### src/shared/pll_synth_pkg.sv
// constants, types and helpers shared by the synthesizer core
//Contract
//- serial data is shifted in on each falling shift clock edge
//- the 21st falling edge loads the whole control word in one step
//- further shift clock pulses are ignored once 21 are counted
//- load clear resets the shift clock pulse counter
//- while load clear is high, shift clock and data are not accepted
//- bits 1-7 swallow, 8-17 main, 18-19 compare select, 20 A, 21 B
//- vco division ratio is two times swallow plus 256 times main
//- total ratio programmable in binary from 32768 to 262142
//- swallow counter switches prescaler between 256 and 258 moduli
//- compare select 00 gives 50k, 11 gives 6.25k, mixed 25k/12.5k
//- port outputs follow their control bits, updated at word load
//- polarity high: phase output low on lag, high on lead
//- polarity low: phase output level is inverted
//- lock low when every error pulse per period is under 625ns
//- test high: port A shows compare clock, port B divider output
//- an output clock is the reference divided by eight
//- the reference chain runs from a 12.8MHz oscillator
package pll_synth_pkg;

    // ******************************************************
    // control word
    // ******************************************************
    localparam int         WORD_BITS      = 21;
    localparam logic [4:0] LAST_PULSE     = 5'h14;
    localparam logic [4:0] LOAD_COUNT     = 5'h15;
    localparam int         SWALLOW_LSB    = 0;
    localparam int         SWALLOW_W      = 7;
    localparam int         MAIN_LSB       = 7;
    localparam int         MAIN_W         = 10;
    localparam int         CMP_SEL_LSB    = 17;
    localparam int         PORT_A_BIT     = 19;
    localparam int         PORT_B_BIT     = 20;

    // ******************************************************
    // timing
    // ******************************************************
    localparam int         REF_OSC_HZ     = 12800000;
    localparam int         CLK_PERIOD_NS  = 10;
    localparam int         LOCK_WINDOW_NS = 625;
    localparam int         LOCK_LIMIT_CYC =
        (LOCK_WINDOW_NS + CLK_PERIOD_NS - 1) / CLK_PERIOD_NS;
    localparam logic [1:0] DIV8_LAST      = 2'h3;
    localparam logic [10:0] CMP_DIV_BASE  = 11'h100;

    // ******************************************************
    // register map
    // ******************************************************
    localparam logic [11:0] REG_CTRL      = 12'h000;
    localparam logic [11:0] REG_STATUS    = 12'h004;
    localparam logic [11:0] REG_WORD      = 12'h008;
    localparam int          CTRL_RUN_BIT  = 0;
    localparam int          CTRL_CLR_BIT  = 1;
    localparam logic        CTRL_RUN_RST  = 1'h1;
    localparam int          STAT_LOCK_BIT = 0;
    localparam int          STAT_VLD_BIT  = 1;
    localparam int          STAT_CNT_LSB  = 2;

    typedef enum logic [1:0] {
        DIV_SWALLOW = 2'b01,
        DIV_MAIN    = 2'b10
    } div_state_t;

    // last count of the reference divider for a compare select code
    function automatic logic [10:0] cmp_div_last(input logic [1:0] sel);
        cmp_div_last = 11'((CMP_DIV_BASE << sel) - 11'h001);
    endfunction

endpackage

### src/phase_cmp.sv
// three-state phase comparator with lock detector
`timescale 1ns/1ns
module phase_cmp (
    input  wire logic core_clk,
    input  wire logic rstn,
    input  wire logic ref_pulse,
    input  wire logic div_pulse,
    input  wire logic polarity_sel,
    output logic      pd_q,
    output logic      pd_oe_n_q,
    output logic      lock_n_q
);
    logic       up_q, up_d, dn_q, dn_d, pd_d, oe_n_d;
    logic       wide_q, wide_d, lock_n_d, hit;
    logic [6:0] wcnt_q, wcnt_d;

    always_comb begin
        up_d = up_q | ref_pulse;
        dn_d = dn_q | div_pulse;
        if (up_d && dn_d) begin
            up_d = 1'b0;
            dn_d = 1'b0;
        end
        // dn set means the divided vco leads
        pd_d   = dn_q ^ ~polarity_sel;
        oe_n_d = ~(up_q | dn_q);
        hit    = wcnt_q == 7'(pll_synth_pkg::LOCK_LIMIT_CYC);
        wcnt_d = (up_q | dn_q) ? (hit ? wcnt_q : 7'(wcnt_q + 7'h01))
                               : 7'h00;
        wide_d   = wide_q | hit;
        lock_n_d = lock_n_q;
        if (ref_pulse) begin
            // a pulse still running at the period edge counts toward next
            lock_n_d = wide_q | hit;
            wide_d   = hit;
        end
    end

    always_ff @(posedge core_clk or negedge rstn) begin
        if (!rstn) begin
            {up_q, dn_q, wide_q} <= 3'h0;
            pd_q      <= 1'b0;
            pd_oe_n_q <= 1'b1;
            lock_n_q  <= 1'b1;
            wcnt_q    <= 7'h00;
        end else begin
            {up_q, dn_q, wide_q} <= {up_d, dn_d, wide_d};
            pd_q      <= pd_d;
            pd_oe_n_q <= oe_n_d;
            lock_n_q  <= lock_n_d;
            wcnt_q    <= wcnt_d;
        end
    end

    AST_LAG: assert property (@(posedge core_clk) disable iff (!rstn)
        up_q && polarity_sel |=> !pd_oe_n_q && !pd_q)
        else $error("lag not driven low");
    AST_INV: assert property (@(posedge core_clk) disable iff (!rstn)
        dn_q && !polarity_sel |=> !pd_oe_n_q && !pd_q)
        else $error("inverted lead not driven low");
    AST_HIZ: assert property (@(posedge core_clk) disable iff (!rstn)
        !up_q && !dn_q |=> pd_oe_n_q)
        else $error("phase output driven without error");
    AST_LOCK: assert property (@(posedge core_clk) disable iff (!rstn)
        $changed(lock_n_q) |-> $past(ref_pulse))
        else $error("lock changed off a period edge");
    COV_LOCK: cover property (@(posedge core_clk) disable iff (!rstn)
        $fell(lock_n_q));

endmodule // phase_cmp

### src/serial_load_rx.sv
// three-wire serial loader: pulse counter, shift register, word latch
`timescale 1ns/1ns
module serial_load_rx (
    input  wire logic        core_clk,
    input  wire logic        rstn,
    input  wire logic        shift_clock,
    input  wire logic        serial_data,
    input  wire logic        load_clear,
    input  wire logic        soft_clear,
    output logic [20:0]      word_q,
    output logic             load_q,
    output logic [4:0]       count_q
);
    logic        sck_s1_q, sck_s2_q, sck_s3_q;
    logic        sd_s1_q, sd_s2_q, lc_s1_q, lc_s2_q;
    logic [20:0] shreg_q, shreg_d, word_d;
    logic [4:0]  count_d;
    logic        load_d;

    // ******************************************************
    // pin synchronisers
    // ******************************************************
    always_ff @(posedge core_clk or negedge rstn) begin
        if (!rstn) begin
            {sck_s1_q, sck_s2_q, sck_s3_q} <= 3'h0;
            {sd_s1_q, sd_s2_q, lc_s1_q, lc_s2_q} <= 4'h0;
        end else begin
            {sck_s1_q, sck_s2_q, sck_s3_q} <= {shift_clock, sck_s1_q,
                                               sck_s2_q};
            {sd_s1_q, sd_s2_q} <= {serial_data, sd_s1_q};
            {lc_s1_q, lc_s2_q} <= {load_clear, lc_s1_q};
        end
    end

    // ******************************************************
    // shift and load
    // ******************************************************
    always_comb begin
        shreg_d = shreg_q;
        count_d = count_q;
        word_d  = word_q;
        load_d  = 1'b0;
        if (lc_s2_q || soft_clear) begin
            count_d = 5'h00;
        end else if (sck_s3_q && !sck_s2_q &&
                     count_q != pll_synth_pkg::LOAD_COUNT) begin
            // lsb arrives first and ends up at bit 0
            shreg_d = {sd_s2_q, shreg_q[20:1]};
            count_d = 5'(count_q + 5'h01);
            if (count_q == pll_synth_pkg::LAST_PULSE) begin
                word_d = shreg_d;
                load_d = 1'b1;
            end
        end
    end

    always_ff @(posedge core_clk or negedge rstn) begin
        if (!rstn) begin
            shreg_q <= 21'h000000;
            word_q  <= 21'h000000;
            count_q <= 5'h00;
            load_q  <= 1'b0;
        end else begin
            shreg_q <= shreg_d;
            word_q  <= word_d;
            count_q <= count_d;
            load_q  <= load_d;
        end
    end

    AST_CNT_MAX: assert property (@(posedge core_clk) disable iff (!rstn)
        count_q <= pll_synth_pkg::LOAD_COUNT)
        else $error("pulse counter passed 21");
    AST_CLEAR: assert property (@(posedge core_clk) disable iff (!rstn)
        lc_s2_q |=> count_q == 5'h00 && !load_q)
        else $error("load clear did not hold counter");
    AST_LOAD21: assert property (@(posedge core_clk) disable iff (!rstn)
        load_q |-> count_q == pll_synth_pkg::LOAD_COUNT &&
                   $past(count_q) == pll_synth_pkg::LAST_PULSE)
        else $error("word loaded at wrong pulse");
    COV_LOAD: cover property (@(posedge core_clk) disable iff (!rstn)
        load_q);

endmodule // serial_load_rx

### src/serial_pll_synth_core.sv
// synthesizer core: dividers, port logic, apb registers
//
// The register addresses and the APB interface to the registers were decided locally.
`timescale 1ns/1ns
module serial_pll_synth_core (
    input  wire logic        core_clk,
    input  wire logic        rstn,
    input  wire logic        shift_clock,
    input  wire logic        serial_data,
    input  wire logic        load_clear,
    input  wire logic        polarity_sel,
    input  wire logic        test_mode,
    input  wire logic        ref_osc_in,
    input  wire logic        prescaler_in,
    input  wire logic        psel,
    input  wire logic        penable,
    input  wire logic        pwrite,
    input  wire logic [11:0] paddr,
    input  wire logic [31:0] pwdata,
    output logic      [31:0] prdata,
    output logic             pready,
    output logic             pslverr,
    output logic             modulus_hi,
    output logic             port_out_a,
    output logic             port_out_b,
    output logic             phase_error_out,
    output logic             phase_error_oe_n,
    output logic             lock_n,
    output logic             ref_div8_clock
);
    // ******************************************************
    // declarations
    // ******************************************************
    logic [3:0]  in_s1_q, in_s2_q;
    logic        ref_s3_q, pre_s3_q, ref_rise, pre_rise;
    logic        test_s, pol_s;
    logic [20:0] word;
    logic        load;
    logic [4:0]  count;
    logic [6:0]  swallow;
    logic [9:0]  main_n;
    logic [1:0]  cmp_sel;
    logic [10:0] ref_last;

    logic [10:0] refcnt_q, refcnt_d;
    logic [1:0]  d8cnt_q, d8cnt_d;
    logic        div8_q, div8_d, ref_pulse_q, ref_pulse_d;
    logic        fcmp_q, fcmp_d;

    pll_synth_pkg::div_state_t state_q, state_d;
    logic [9:0]  pcnt_q, pcnt_d;
    logic        div_pulse_q, div_pulse_d, fdiv_q, fdiv_d;
    logic        modhi_q, modhi_d;
    logic        pa_q, pa_d, pb_q, pb_d;

    logic        run_q, run_d, clr_q, clr_d, valid_q, valid_d;
    logic [31:0] prdata_q, prdata_d;
    logic        pready_q, pready_d, pslverr_q, pslverr_d;
    logic        setup, wr_en;

    // ******************************************************
    // pin synchronisers
    // ******************************************************
    always_ff @(posedge core_clk or negedge rstn) begin
        if (!rstn) begin
            in_s1_q  <= 4'h0;
            in_s2_q  <= 4'h0;
            ref_s3_q <= 1'b0;
            pre_s3_q <= 1'b0;
        end else begin
            in_s1_q  <= {test_mode, polarity_sel, ref_osc_in, prescaler_in};
            in_s2_q  <= in_s1_q;
            ref_s3_q <= in_s2_q[1];
            pre_s3_q <= in_s2_q[0];
        end
    end

    assign pre_rise = in_s2_q[0] && !pre_s3_q;
    assign ref_rise = in_s2_q[1] && !ref_s3_q;
    assign pol_s    = in_s2_q[2];
    assign test_s   = in_s2_q[3];

    // ******************************************************
    // serial loader and active word fields
    // ******************************************************
    serial_load_rx u_rx (
        .core_clk    (core_clk),
        .rstn        (rstn),
        .shift_clock (shift_clock),
        .serial_data (serial_data),
        .load_clear  (load_clear),
        .soft_clear  (clr_q),
        .word_q      (word),
        .load_q      (load),
        .count_q     (count)
    );

    // field layout of the word
    assign swallow = word[pll_synth_pkg::SWALLOW_LSB +:
                          pll_synth_pkg::SWALLOW_W];
    assign main_n  = word[pll_synth_pkg::MAIN_LSB +: pll_synth_pkg::MAIN_W];
    assign cmp_sel = word[pll_synth_pkg::CMP_SEL_LSB +: 2];
    assign ref_last = pll_synth_pkg::cmp_div_last(
                          cmp_sel);

    // ******************************************************
    // reference chain, clocked by the 12.8MHz oscillator edges
    // ******************************************************
    always_comb begin
        refcnt_d    = refcnt_q;
        d8cnt_d     = d8cnt_q;
        div8_d      = div8_q;
        fcmp_d      = fcmp_q;
        ref_pulse_d = 1'b0;
        if (ref_rise) begin
            d8cnt_d = 2'(d8cnt_q + 2'h1);
            if (d8cnt_q == pll_synth_pkg::DIV8_LAST) begin
                div8_d = ~div8_q;
            end
            // >= so a shorter divisor loaded mid-count wraps at once
            if (refcnt_q >= ref_last) begin
                refcnt_d    = 11'h000;
                ref_pulse_d = run_q;
                fcmp_d      = ~fcmp_q;
            end else begin
                refcnt_d = 11'(refcnt_q + 11'h001);
            end
        end
    end

    always_ff @(posedge core_clk or negedge rstn) begin
        if (!rstn) begin
            refcnt_q    <= 11'h000;
            d8cnt_q     <= 2'h0;
            div8_q      <= 1'b0;
            fcmp_q      <= 1'b0;
            ref_pulse_q <= 1'b0;
        end else begin
            refcnt_q    <= refcnt_d;
            d8cnt_q     <= d8cnt_d;
            div8_q      <= div8_d;
            fcmp_q      <= fcmp_d;
            ref_pulse_q <= ref_pulse_d;
        end
    end

    // ******************************************************
    // programmable divider with swallow control
    // ******************************************************
    // a frame is main_n prescaler cycles; the first swallow of them run
    // at 258, the rest at 256, giving 256*main + 2*swallow
    // main below 128 leaves the documented range, it is not blocked
    always_comb begin
        state_d     = state_q;
        pcnt_d      = pcnt_q;
        fdiv_d      = fdiv_q;
        div_pulse_d = 1'b0;
        if (!run_q) begin
            state_d = pll_synth_pkg::DIV_MAIN;
            pcnt_d  = 10'h000;
        end else if (pre_rise) begin
            if (11'({1'b0, pcnt_q} + 11'h001) >= {1'b0, main_n}) begin
                pcnt_d      = 10'h000;
                div_pulse_d = 1'b1;
                fdiv_d      = ~fdiv_q;
                state_d     = (swallow != 7'h00) ?
                              pll_synth_pkg::DIV_SWALLOW :
                              pll_synth_pkg::DIV_MAIN;
            end else begin
                pcnt_d = 10'(pcnt_q + 10'h001);
                case (state_q)
                    pll_synth_pkg::DIV_SWALLOW: begin
                        // >= so a smaller swallow loaded mid-phase ends it
                        if (pcnt_d >= {3'h0, swallow}) begin
                            state_d = pll_synth_pkg::DIV_MAIN;
                        end
                    end
                    pll_synth_pkg::DIV_MAIN: begin
                        state_d = pll_synth_pkg::DIV_MAIN;
                    end
                    default: begin
                        state_d = pll_synth_pkg::DIV_MAIN;
                    end
                endcase
            end
        end
        modhi_d = state_d == pll_synth_pkg::DIV_SWALLOW;
        // port pins open-collector: a high level means released
        pa_d = test_s ? fcmp_q : word[pll_synth_pkg::PORT_A_BIT];
        pb_d = test_s ? fdiv_q : word[pll_synth_pkg::PORT_B_BIT];
    end

    always_ff @(posedge core_clk or negedge rstn) begin
        if (!rstn) begin
            state_q     <= pll_synth_pkg::DIV_MAIN;
            pcnt_q      <= 10'h000;
            fdiv_q      <= 1'b0;
            div_pulse_q <= 1'b0;
            modhi_q     <= 1'b0;
            pa_q        <= 1'b0;
            pb_q        <= 1'b0;
        end else begin
            state_q     <= state_d;
            pcnt_q      <= pcnt_d;
            fdiv_q      <= fdiv_d;
            div_pulse_q <= div_pulse_d;
            modhi_q     <= modhi_d;
            pa_q        <= pa_d;
            pb_q        <= pb_d;
        end
    end

    phase_cmp u_pd (
        .core_clk     (core_clk),
        .rstn         (rstn),
        .ref_pulse    (ref_pulse_q),
        .div_pulse    (div_pulse_q),
        .polarity_sel (pol_s),
        .pd_q         (phase_error_out),
        .pd_oe_n_q    (phase_error_oe_n),
        .lock_n_q     (lock_n)
    );

    // ******************************************************
    // apb registers, no wait state on any transfer
    // ******************************************************
    assign setup = psel && !penable;
    assign wr_en = psel && penable && pready_q && pwrite;

    always_comb begin
        run_d     = run_q;
        clr_d     = 1'b0;
        valid_d   = valid_q | load;
        prdata_d  = 32'h00000000;
        pready_d  = setup;
        pslverr_d = 1'b0;
        if (wr_en && paddr == pll_synth_pkg::REG_CTRL) begin
            run_d = pwdata[pll_synth_pkg::CTRL_RUN_BIT];
            clr_d = pwdata[pll_synth_pkg::CTRL_CLR_BIT];
        end
        if (setup) begin
            case (paddr)
                pll_synth_pkg::REG_CTRL: begin
                    prdata_d[pll_synth_pkg::CTRL_RUN_BIT] = run_q;
                end
                pll_synth_pkg::REG_STATUS: begin
                    prdata_d[pll_synth_pkg::STAT_LOCK_BIT] = lock_n;
                    prdata_d[pll_synth_pkg::STAT_VLD_BIT]  = valid_d;
                    prdata_d[pll_synth_pkg::STAT_CNT_LSB +: 5] = count;
                end
                pll_synth_pkg::REG_WORD: begin
                    prdata_d[20:0] = word;
                end
                default: begin
                    pslverr_d = 1'b1;
                end
            endcase
        end
    end

    always_ff @(posedge core_clk or negedge rstn) begin
        if (!rstn) begin
            run_q     <= pll_synth_pkg::CTRL_RUN_RST;
            clr_q     <= 1'b0;
            valid_q   <= 1'b0;
            prdata_q  <= 32'h00000000;
            pready_q  <= 1'b0;
            pslverr_q <= 1'b0;
        end else begin
            run_q     <= run_d;
            clr_q     <= clr_d;
            valid_q   <= valid_d;
            prdata_q  <= prdata_d;
            pready_q  <= pready_d;
            pslverr_q <= pslverr_d;
        end
    end

    assign prdata         = prdata_q;
    assign pready         = pready_q;
    assign pslverr        = pslverr_q;
    assign modulus_hi     = modhi_q;
    assign port_out_a     = pa_q;
    assign port_out_b     = pb_q;
    assign ref_div8_clock = div8_q;

    // ******************************************************
    // checks
    // ******************************************************
    AST_PORT: assert property (@(posedge core_clk) disable iff (!rstn)
        !test_s |=> port_out_a == $past(word[19]) &&
                    port_out_b == $past(word[20]))
        else $error("port outputs not following word");
    AST_TEST: assert property (@(posedge core_clk) disable iff (!rstn)
        test_s |=> port_out_a == $past(fcmp_q) &&
                   port_out_b == $past(fdiv_q))
        else $error("test mode outputs wrong");
    AST_MODHI: assert property (@(posedge core_clk) disable iff (!rstn)
        modulus_hi |-> pcnt_q < {3'h0, swallow} || $changed(word))
        else $error("high modulus outside swallow phase");
    AST_DIV8: assert property (@(posedge core_clk) disable iff (!rstn)
        $changed(ref_div8_clock) |-> $past(ref_rise) &&
                                     $past(d8cnt_q) == 2'h3)
        else $error("divide by eight clock toggled early");
    AST_APB: assert property (@(posedge core_clk) disable iff (!rstn)
        setup |=> pready ##1 !pready)
        else $error("apb answer not single cycle");
    COV_TEST: cover property (@(posedge core_clk) disable iff (!rstn)
        test_s && div_pulse_q);
    COV_SWALLOW: cover property (@(posedge core_clk) disable iff (!rstn)
        $fell(modulus_hi));

endmodule // serial_pll_synth_core

### config.mk
export PLATFORM = sky130hd
export DESIGN_NAME = serial_pll_synth_core
export DESIGN_NICKNAME = d
export VERILOG_FILES = /design/src/shared/pll_synth_pkg.sv /design/src/phase_cmp.sv /design/src/serial_load_rx.sv /design/src/serial_pll_synth_core.sv
export SDC_FILE = /design/constraint.sdc
export NUM_CORES = 1
export LEC_CHECK = 0
export CAP_MARGIN = 20
export CORE_MARGIN = 2
export CORE_UTILIZATION = 45
export DETAILED_ROUTE_END_ITERATION = 7
export DONT_BUFFER_PORTS = 1
export PLACE_DENSITY = 0.68
export SYNTH_ARGS = -nofsm -noshare
export SYNTH_HDL_FRONTEND = slang
export SYNTH_SLANG_ARGS = --single-unit
### constraint.sdc
create_clock -name core_clk -period 4.3 [get_ports core_clk]
set_input_delay 0.43 -clock core_clk [delete_from_list [all_inputs] [get_ports core_clk]]
set_output_delay 0.43 -clock core_clk [all_outputs]
set_load 0.1 [all_outputs]
Word-level counts from Yosys, hierarchy flattened
Index checks and enable logic that the tools add are counted.
- order comparisons: 3
- equality and inequality tests: 10
- reduce and logical (&&, ||, !) cells: 24
- bitwise operators: 12
- muxes and demuxes: 34
- $add $sub $neg: 7
- shifts and indexed selects: 1
- operators with widths (operator ; number):
    10-bit 2-to-1 mux ; 3
    21-bit 2-to-1 mux ; 1
    1-bit 2-to-1 mux ; 16
    14-bit 2-to-1 mux ; 1
    7-bit 2-to-1 mux ; 2
    12-bit by 3-bit equality test with 1-bit output, second input constant ; 1
    12-bit by 4-bit equality test with 1-bit output, second input constant ; 1
    12-bit logical NOT ; 1
    2-bit 2-to-1 mux ; 6
    6-bit case mux with 2 select lines ; 1
    10-bit by 1-bit adder with 11-bit output, second input constant ; 1
    11-bit by 1-bit adder with 11-bit output, second input constant ; 1
    11-bit by 10-bit greater-or-equal comparator with 1-bit output ; 1
    11-bit greater-or-equal comparator ; 1
    11-bit 2-to-1 mux ; 1
    9-bit by 2-bit << shifter with 11-bit output, first input constant ; 1
    11-bit by 1-bit subtractor with 11-bit output, second input constant ; 1
    10-bit by 1-bit adder with 10-bit output, second input constant ; 1
    10-bit by 7-bit greater-or-equal comparator with 1-bit output ; 1
    1-bit logical AND ; 10
    5-bit 2-to-1 mux ; 2
    7-bit by 1-bit adder with 7-bit output, second input constant ; 1
    7-bit by 6-bit equality test with 1-bit output, second input constant ; 1
    7-bit nonzero test ; 1
    other kinds (17) ; 34
- output and inout bits: 41
- logic and storage cells: 131
- flip-flop bits (word level): 137
- input bits: 56

Depth between registers and ports, before layout
- depth in word-level cells: 8
- mapped depth: 13
- gate-level depth less buffers: 11

Modules after synthesis
From an unflattened synthesis, not the netlist that was laid out.
- cells, all modules: 497
- area, all modules: 6093.3 um2
- modules (own cells, without submodules) (module ; sequential area each (um2) ; cells an instance ; area each (um2) ; instances):
    serial_pll_synth_core ; 1729.2 ; 318 ; 3359.5 ; 1
    serial_load_rx ; 1351.3 ; 134 ; 2168.3 ; 1
    phase_cmp ; 327.8 ; 45 ; 565.5 ; 1

Worst setup path before layout
OpenSTA, ideal clock, no wires.
- path type: register to register
- from: register pcnt_q[0]
- to: register modhi_q (netlist: modulus_hi)
- path buffers: 0
- data required time: 4.235 ns
- arrival: 2.393 ns
- stages on the path, launching flop included: 10
- slack: 1.841 ns
- library setup time: 0.065 ns
- clock period less this slack: 2.459 ns
- path through: dfrtp_1 -> ha_1 -> nand3_1 -> xnor2_1 -> ha_1 -> a211oi_1 -> o21ai_2 -> or4b_1 -> o2bb2ai_2 -> a31o_1
- word-level cells in the longest chain between the ends: 8
- elaborated cells on any way between the ends: 10
- those cells by class: 2 x add/sub; 2 x order compare; 1 x eq/ne; 5 x mux
- ends and longest elaborated chain (item ; RTL line ; RTL):
    start: declaration ; serial_pll_synth_core.sv:51 ; logic [9:0] pcnt_q, pcnt_d;
    start signal: assignment ; serial_pll_synth_core.sv:204 ; pcnt_q <= pcnt_d;
    10-bit by 1-bit adder with 10-bit output ; serial_pll_synth_core.sv:170 ; pcnt_d = 10'(pcnt_q + 10'h001);
    10-bit by 7-bit greater-or-equal comparator with 1-bit output ; serial_pll_synth_core.sv:174 ; if (pcnt_d >= {3'h0, swallow}) begin
    2-bit 2-to-1 mux ; serial_pll_synth_core.sv:174 ;
    2-bit 2-to-1 mux ; serial_pll_synth_core.sv:171 ; case (state_q)
    2-bit 2-to-1 mux (*) ; serial_pll_synth_core.sv:162 ; if (11'({1'b0, pcnt_q} + 11'h001) >= {1'b0, main_n}) begin
    2-bit 2-to-1 mux (*) ; serial_pll_synth_core.sv:161 ; end else if (pre_rise) begin
    2-bit 2-to-1 mux (*) ; serial_pll_synth_core.sv:158 ; if (!run_q) begin
    2-bit by 1-bit equality test with 1-bit output (*) ; serial_pll_synth_core.sv:187 ; modhi_d = state_d == pll_synth_pkg::DIV_SWALLOW;
    via modhi_d ; serial_pll_synth_core.sv:53 ; logic modhi_q, modhi_d;
    end signal: assignment ; serial_pll_synth_core.sv:207 ; modhi_q <= modhi_d;
    end: declaration ; serial_pll_synth_core.sv:53 ;
Mark *: on every way through the listed nets, which the timed path passes. The rest lies on a longest branch.
A chain may end at the register's enable or synchronous reset.

Worst setup path in the final report
Same ends and word-level chain as after synthesis.

==> summary.txt <==
Resize count post-CTS = 0
class of the most critical setup path = reg -> reg
NetSw = 771 uW
vias per cell = 5.15
Clock Latency Late Sink = 0.42 ns
Netlist Area Pre-Place = 5980 sq um
Reg2Reg Setup Slack = 1.42 ns
Initial DRT Pass Iterations = 4
row count = 42
violated checks = negative hold slack
vias in the first global route = 3623
Reg2Reg Depth = 10
largest net degree at the start of global routing = 137
register area share after synthesis = 57.0%
max cap viols = 0
detailed-route DRC error count = 0
leading cell type in the layout, fill and taps excluded = dfrtp_1
Syn Inst Count = 508
Worst R2R End = modulus_hi$_DFF_PN0_
Sw Share = 24.9%
post-route cell area = 6720 sq um
Die W = 119 um
Detailed Place HPWL = 7210 um
Setup Skew = 0.00872 ns
Area Overhead vs Synth = 12.5%
PD cells = 461 nW/um^2
CTS tree = built
Clock H-tree levels = 4
Chip Height = 119 um
CTS root buf = clkbuf_16
Worst Setup End Kind = flip-flop
Seq cells post-synth = 136
Routed WL = 10500 um
fin crit share = 67.0%
Reg power frac = 47.2%
hold slack = -0.0570 ns
relative slew slack = 38.2%
commonest cells after routing, fill and taps aside = 132 x dfrtp_1, 44 x nand2_1, 43 x mux2_1
Iteration-0 DRC Markers = 184
VDD IR-drop max = 213 uV
leakage power = 3.33 nW
area leader, netlist = dfrtp_1
total gr overflow = 0
Hold WC Path Type = in -> async
GRT Util Overall = 16.5%
routed vias = 3623
antenna cells = 0
Num CTS Buffers = 17
RD Place Congestion = 0.815
core area = 13100 sq um
syn_area_per_cell = 11.8 sq um
outcome = complete, but fails checks
crit-path max FO = 7
ys async rst share = 100%
setup_tns = 0 ns
Critical Path Start Type = flip-flop
Synth Flop Type = dfrtp_1
Initial Utilization = 45.7%
Port Buf Inserts = 0
first-pass GRT wire length = 18000 um
RSZ-0062 raised after global routing = false
clk buf depth = 2
clock sink count = 136
antenna violations before repair = 1
top post-synthesis cells by area = dfrtp_1 55%, mux2_1 8.1%, ha_1 5.7%
Final Setup Violations = 0
Distinct cells, synth = 55
yosys warns = 0
EDFF count, synth = 0
Slew Viols, Final = 0
shortest period the worst path allows = 2.88 ns
WL per Instance = 14.9 um
Logic pwr share = 5.7%
Yosys top cell area share = 55.3%
required time of the critical path = 4.66 ns
final hold violations = 20
Pint = 2.33 mW
fmax = 347 MHz
worst r2r src = pcnt_q[0]$_DFFE_PN0P_
IO Pins = 97
die area = 14200 sq um
# nets final = 597
DP Worst Slack = 1.47 ns
placed cell areas = 6090 sq um
Clk pwr share = 47.1%
Setup WS post-layout = 1.42 ns
Least-Margin Pin Slew = 0.925 ns
clk slew on worst S/H paths = 0.06 ns
share of cells above drive strength 1 = 10.6%
crit path DAT = 3.24 ns
Post-DRT Antenna Nets = 0
[worst max path at each step]
stage,startpoint,endpoint,slack [ns]
floorplan,pcnt_q[0]$_DFFE_PN0P_,modulus_hi$_DFF_PN0_,1.84
global placement,pcnt_q[0]$_DFFE_PN0P_,modulus_hi$_DFF_PN0_,1.50
detailed placement,pcnt_q[0]$_DFFE_PN0P_,modulus_hi$_DFF_PN0_,1.47
CTS,pcnt_q[0]$_DFFE_PN0P_,modulus_hi$_DFF_PN0_,1.40
global route,pcnt_q[0]$_DFFE_PN0P_,modulus_hi$_DFF_PN0_,1.18
finish,pcnt_q[0]$_DFFE_PN0P_,modulus_hi$_DFF_PN0_,1.42
[what timing repair did]
action	CTS	global route
hold buffers	1	0
endpoints found under the hold margin	136	0
setup buffers	0	0
[state kept, by name (all words and copies together) (netlist names), 2 cells and up]
| register | cells |
|---|---|
| prdata | 21 |
| u_rx.word_q | 21 |
| u_rx.shreg_q | 20 |
| refcnt_q | 11 |
| pcnt_q | 10 |
| u_pd.wcnt_q | 7 |
| u_rx.count_q | 5 |
| in_s1_q | 4 |
| in_s2_q | 4 |
| d8cnt_q | 2 |
| state_q | 2 |
[worst max-delay path, cell delays in order, from the launching register on]
cell and delay, ns:
dfrtp_1 0.46, ha_1 0.31, and4_1 0.24, nand2_1 0.07, xnor2_1 0.19, ha_1 0.25, nor3b_1 0.35, o21ai_2 0.08
or4b_1 0.52, o2bb2ai_2 0.21, a31o_1 0.14
[cells in the mapped netlist, drive strengths merged, types with 11 or more instances]
cell type and n:
dfrtp 132, mux2 45, nand2 44, nor2 39
ha 27, inv 26, and3 24, o21ai 18
buf 17, xor2 15, nand2b 13, nand3 12
xnor2 12, a21oi 11
[cell families after synthesis]
family | share of synthesized area (%)
other | 0.0627
buffers and inverters | 4.12
multiplexers | 8.65
adder cells (fa/ha/maj) | 5.65
AND/OR/NAND/NOR | 14.4
flip-flops | 57.0
XOR/XNOR | 3.96
AO/OA/AOI/OAI | 6.15
[final cells by class]
cell class	count	area, sq um
clock inverters	14	174
fillers	1120	6360
repair buffers	2	35.0
multi-input cells	331	2360
inverters	26	97.6
well taps	176	220
clock buffers	18	429
flip-flops and latches	136	3410
[power by group through the flow]
stage / clock [mW] / sequential (mW) / combinational, mW
floorplan: 0 / 1.47 / 0.143
finish: 1.46 / 1.46 / 0.176
detailed placement: 0 / 1.49 / 0.151
global route: 1.56 / 1.48 / 0.200
CTS: 1.49 / 1.47 / 0.181
global placement: 0 / 1.48 / 0.145
[routing by layer]
layer / share of wire (%) / track usage [%]
met1: 47 / 22.0
met4: 2.0 / 7.59
met5: 0.12 / 0
met2: 47 / 25.2
met3: 4.5 / 4.60
[stage by stage]
stage | std cells | util, % | power, mW
after global placement | 670 | 46.6 | 1.63
after global routing | 703 | 51.4 | 3.24
after detailed placement | 670 | 46.6 | 1.64
after CTS | 703 | 51.4 | 3.14
after floorplan | 518 | - | 1.61
final | 703 | 51.4 | 3.10
(Power assumes the default switching activity.)
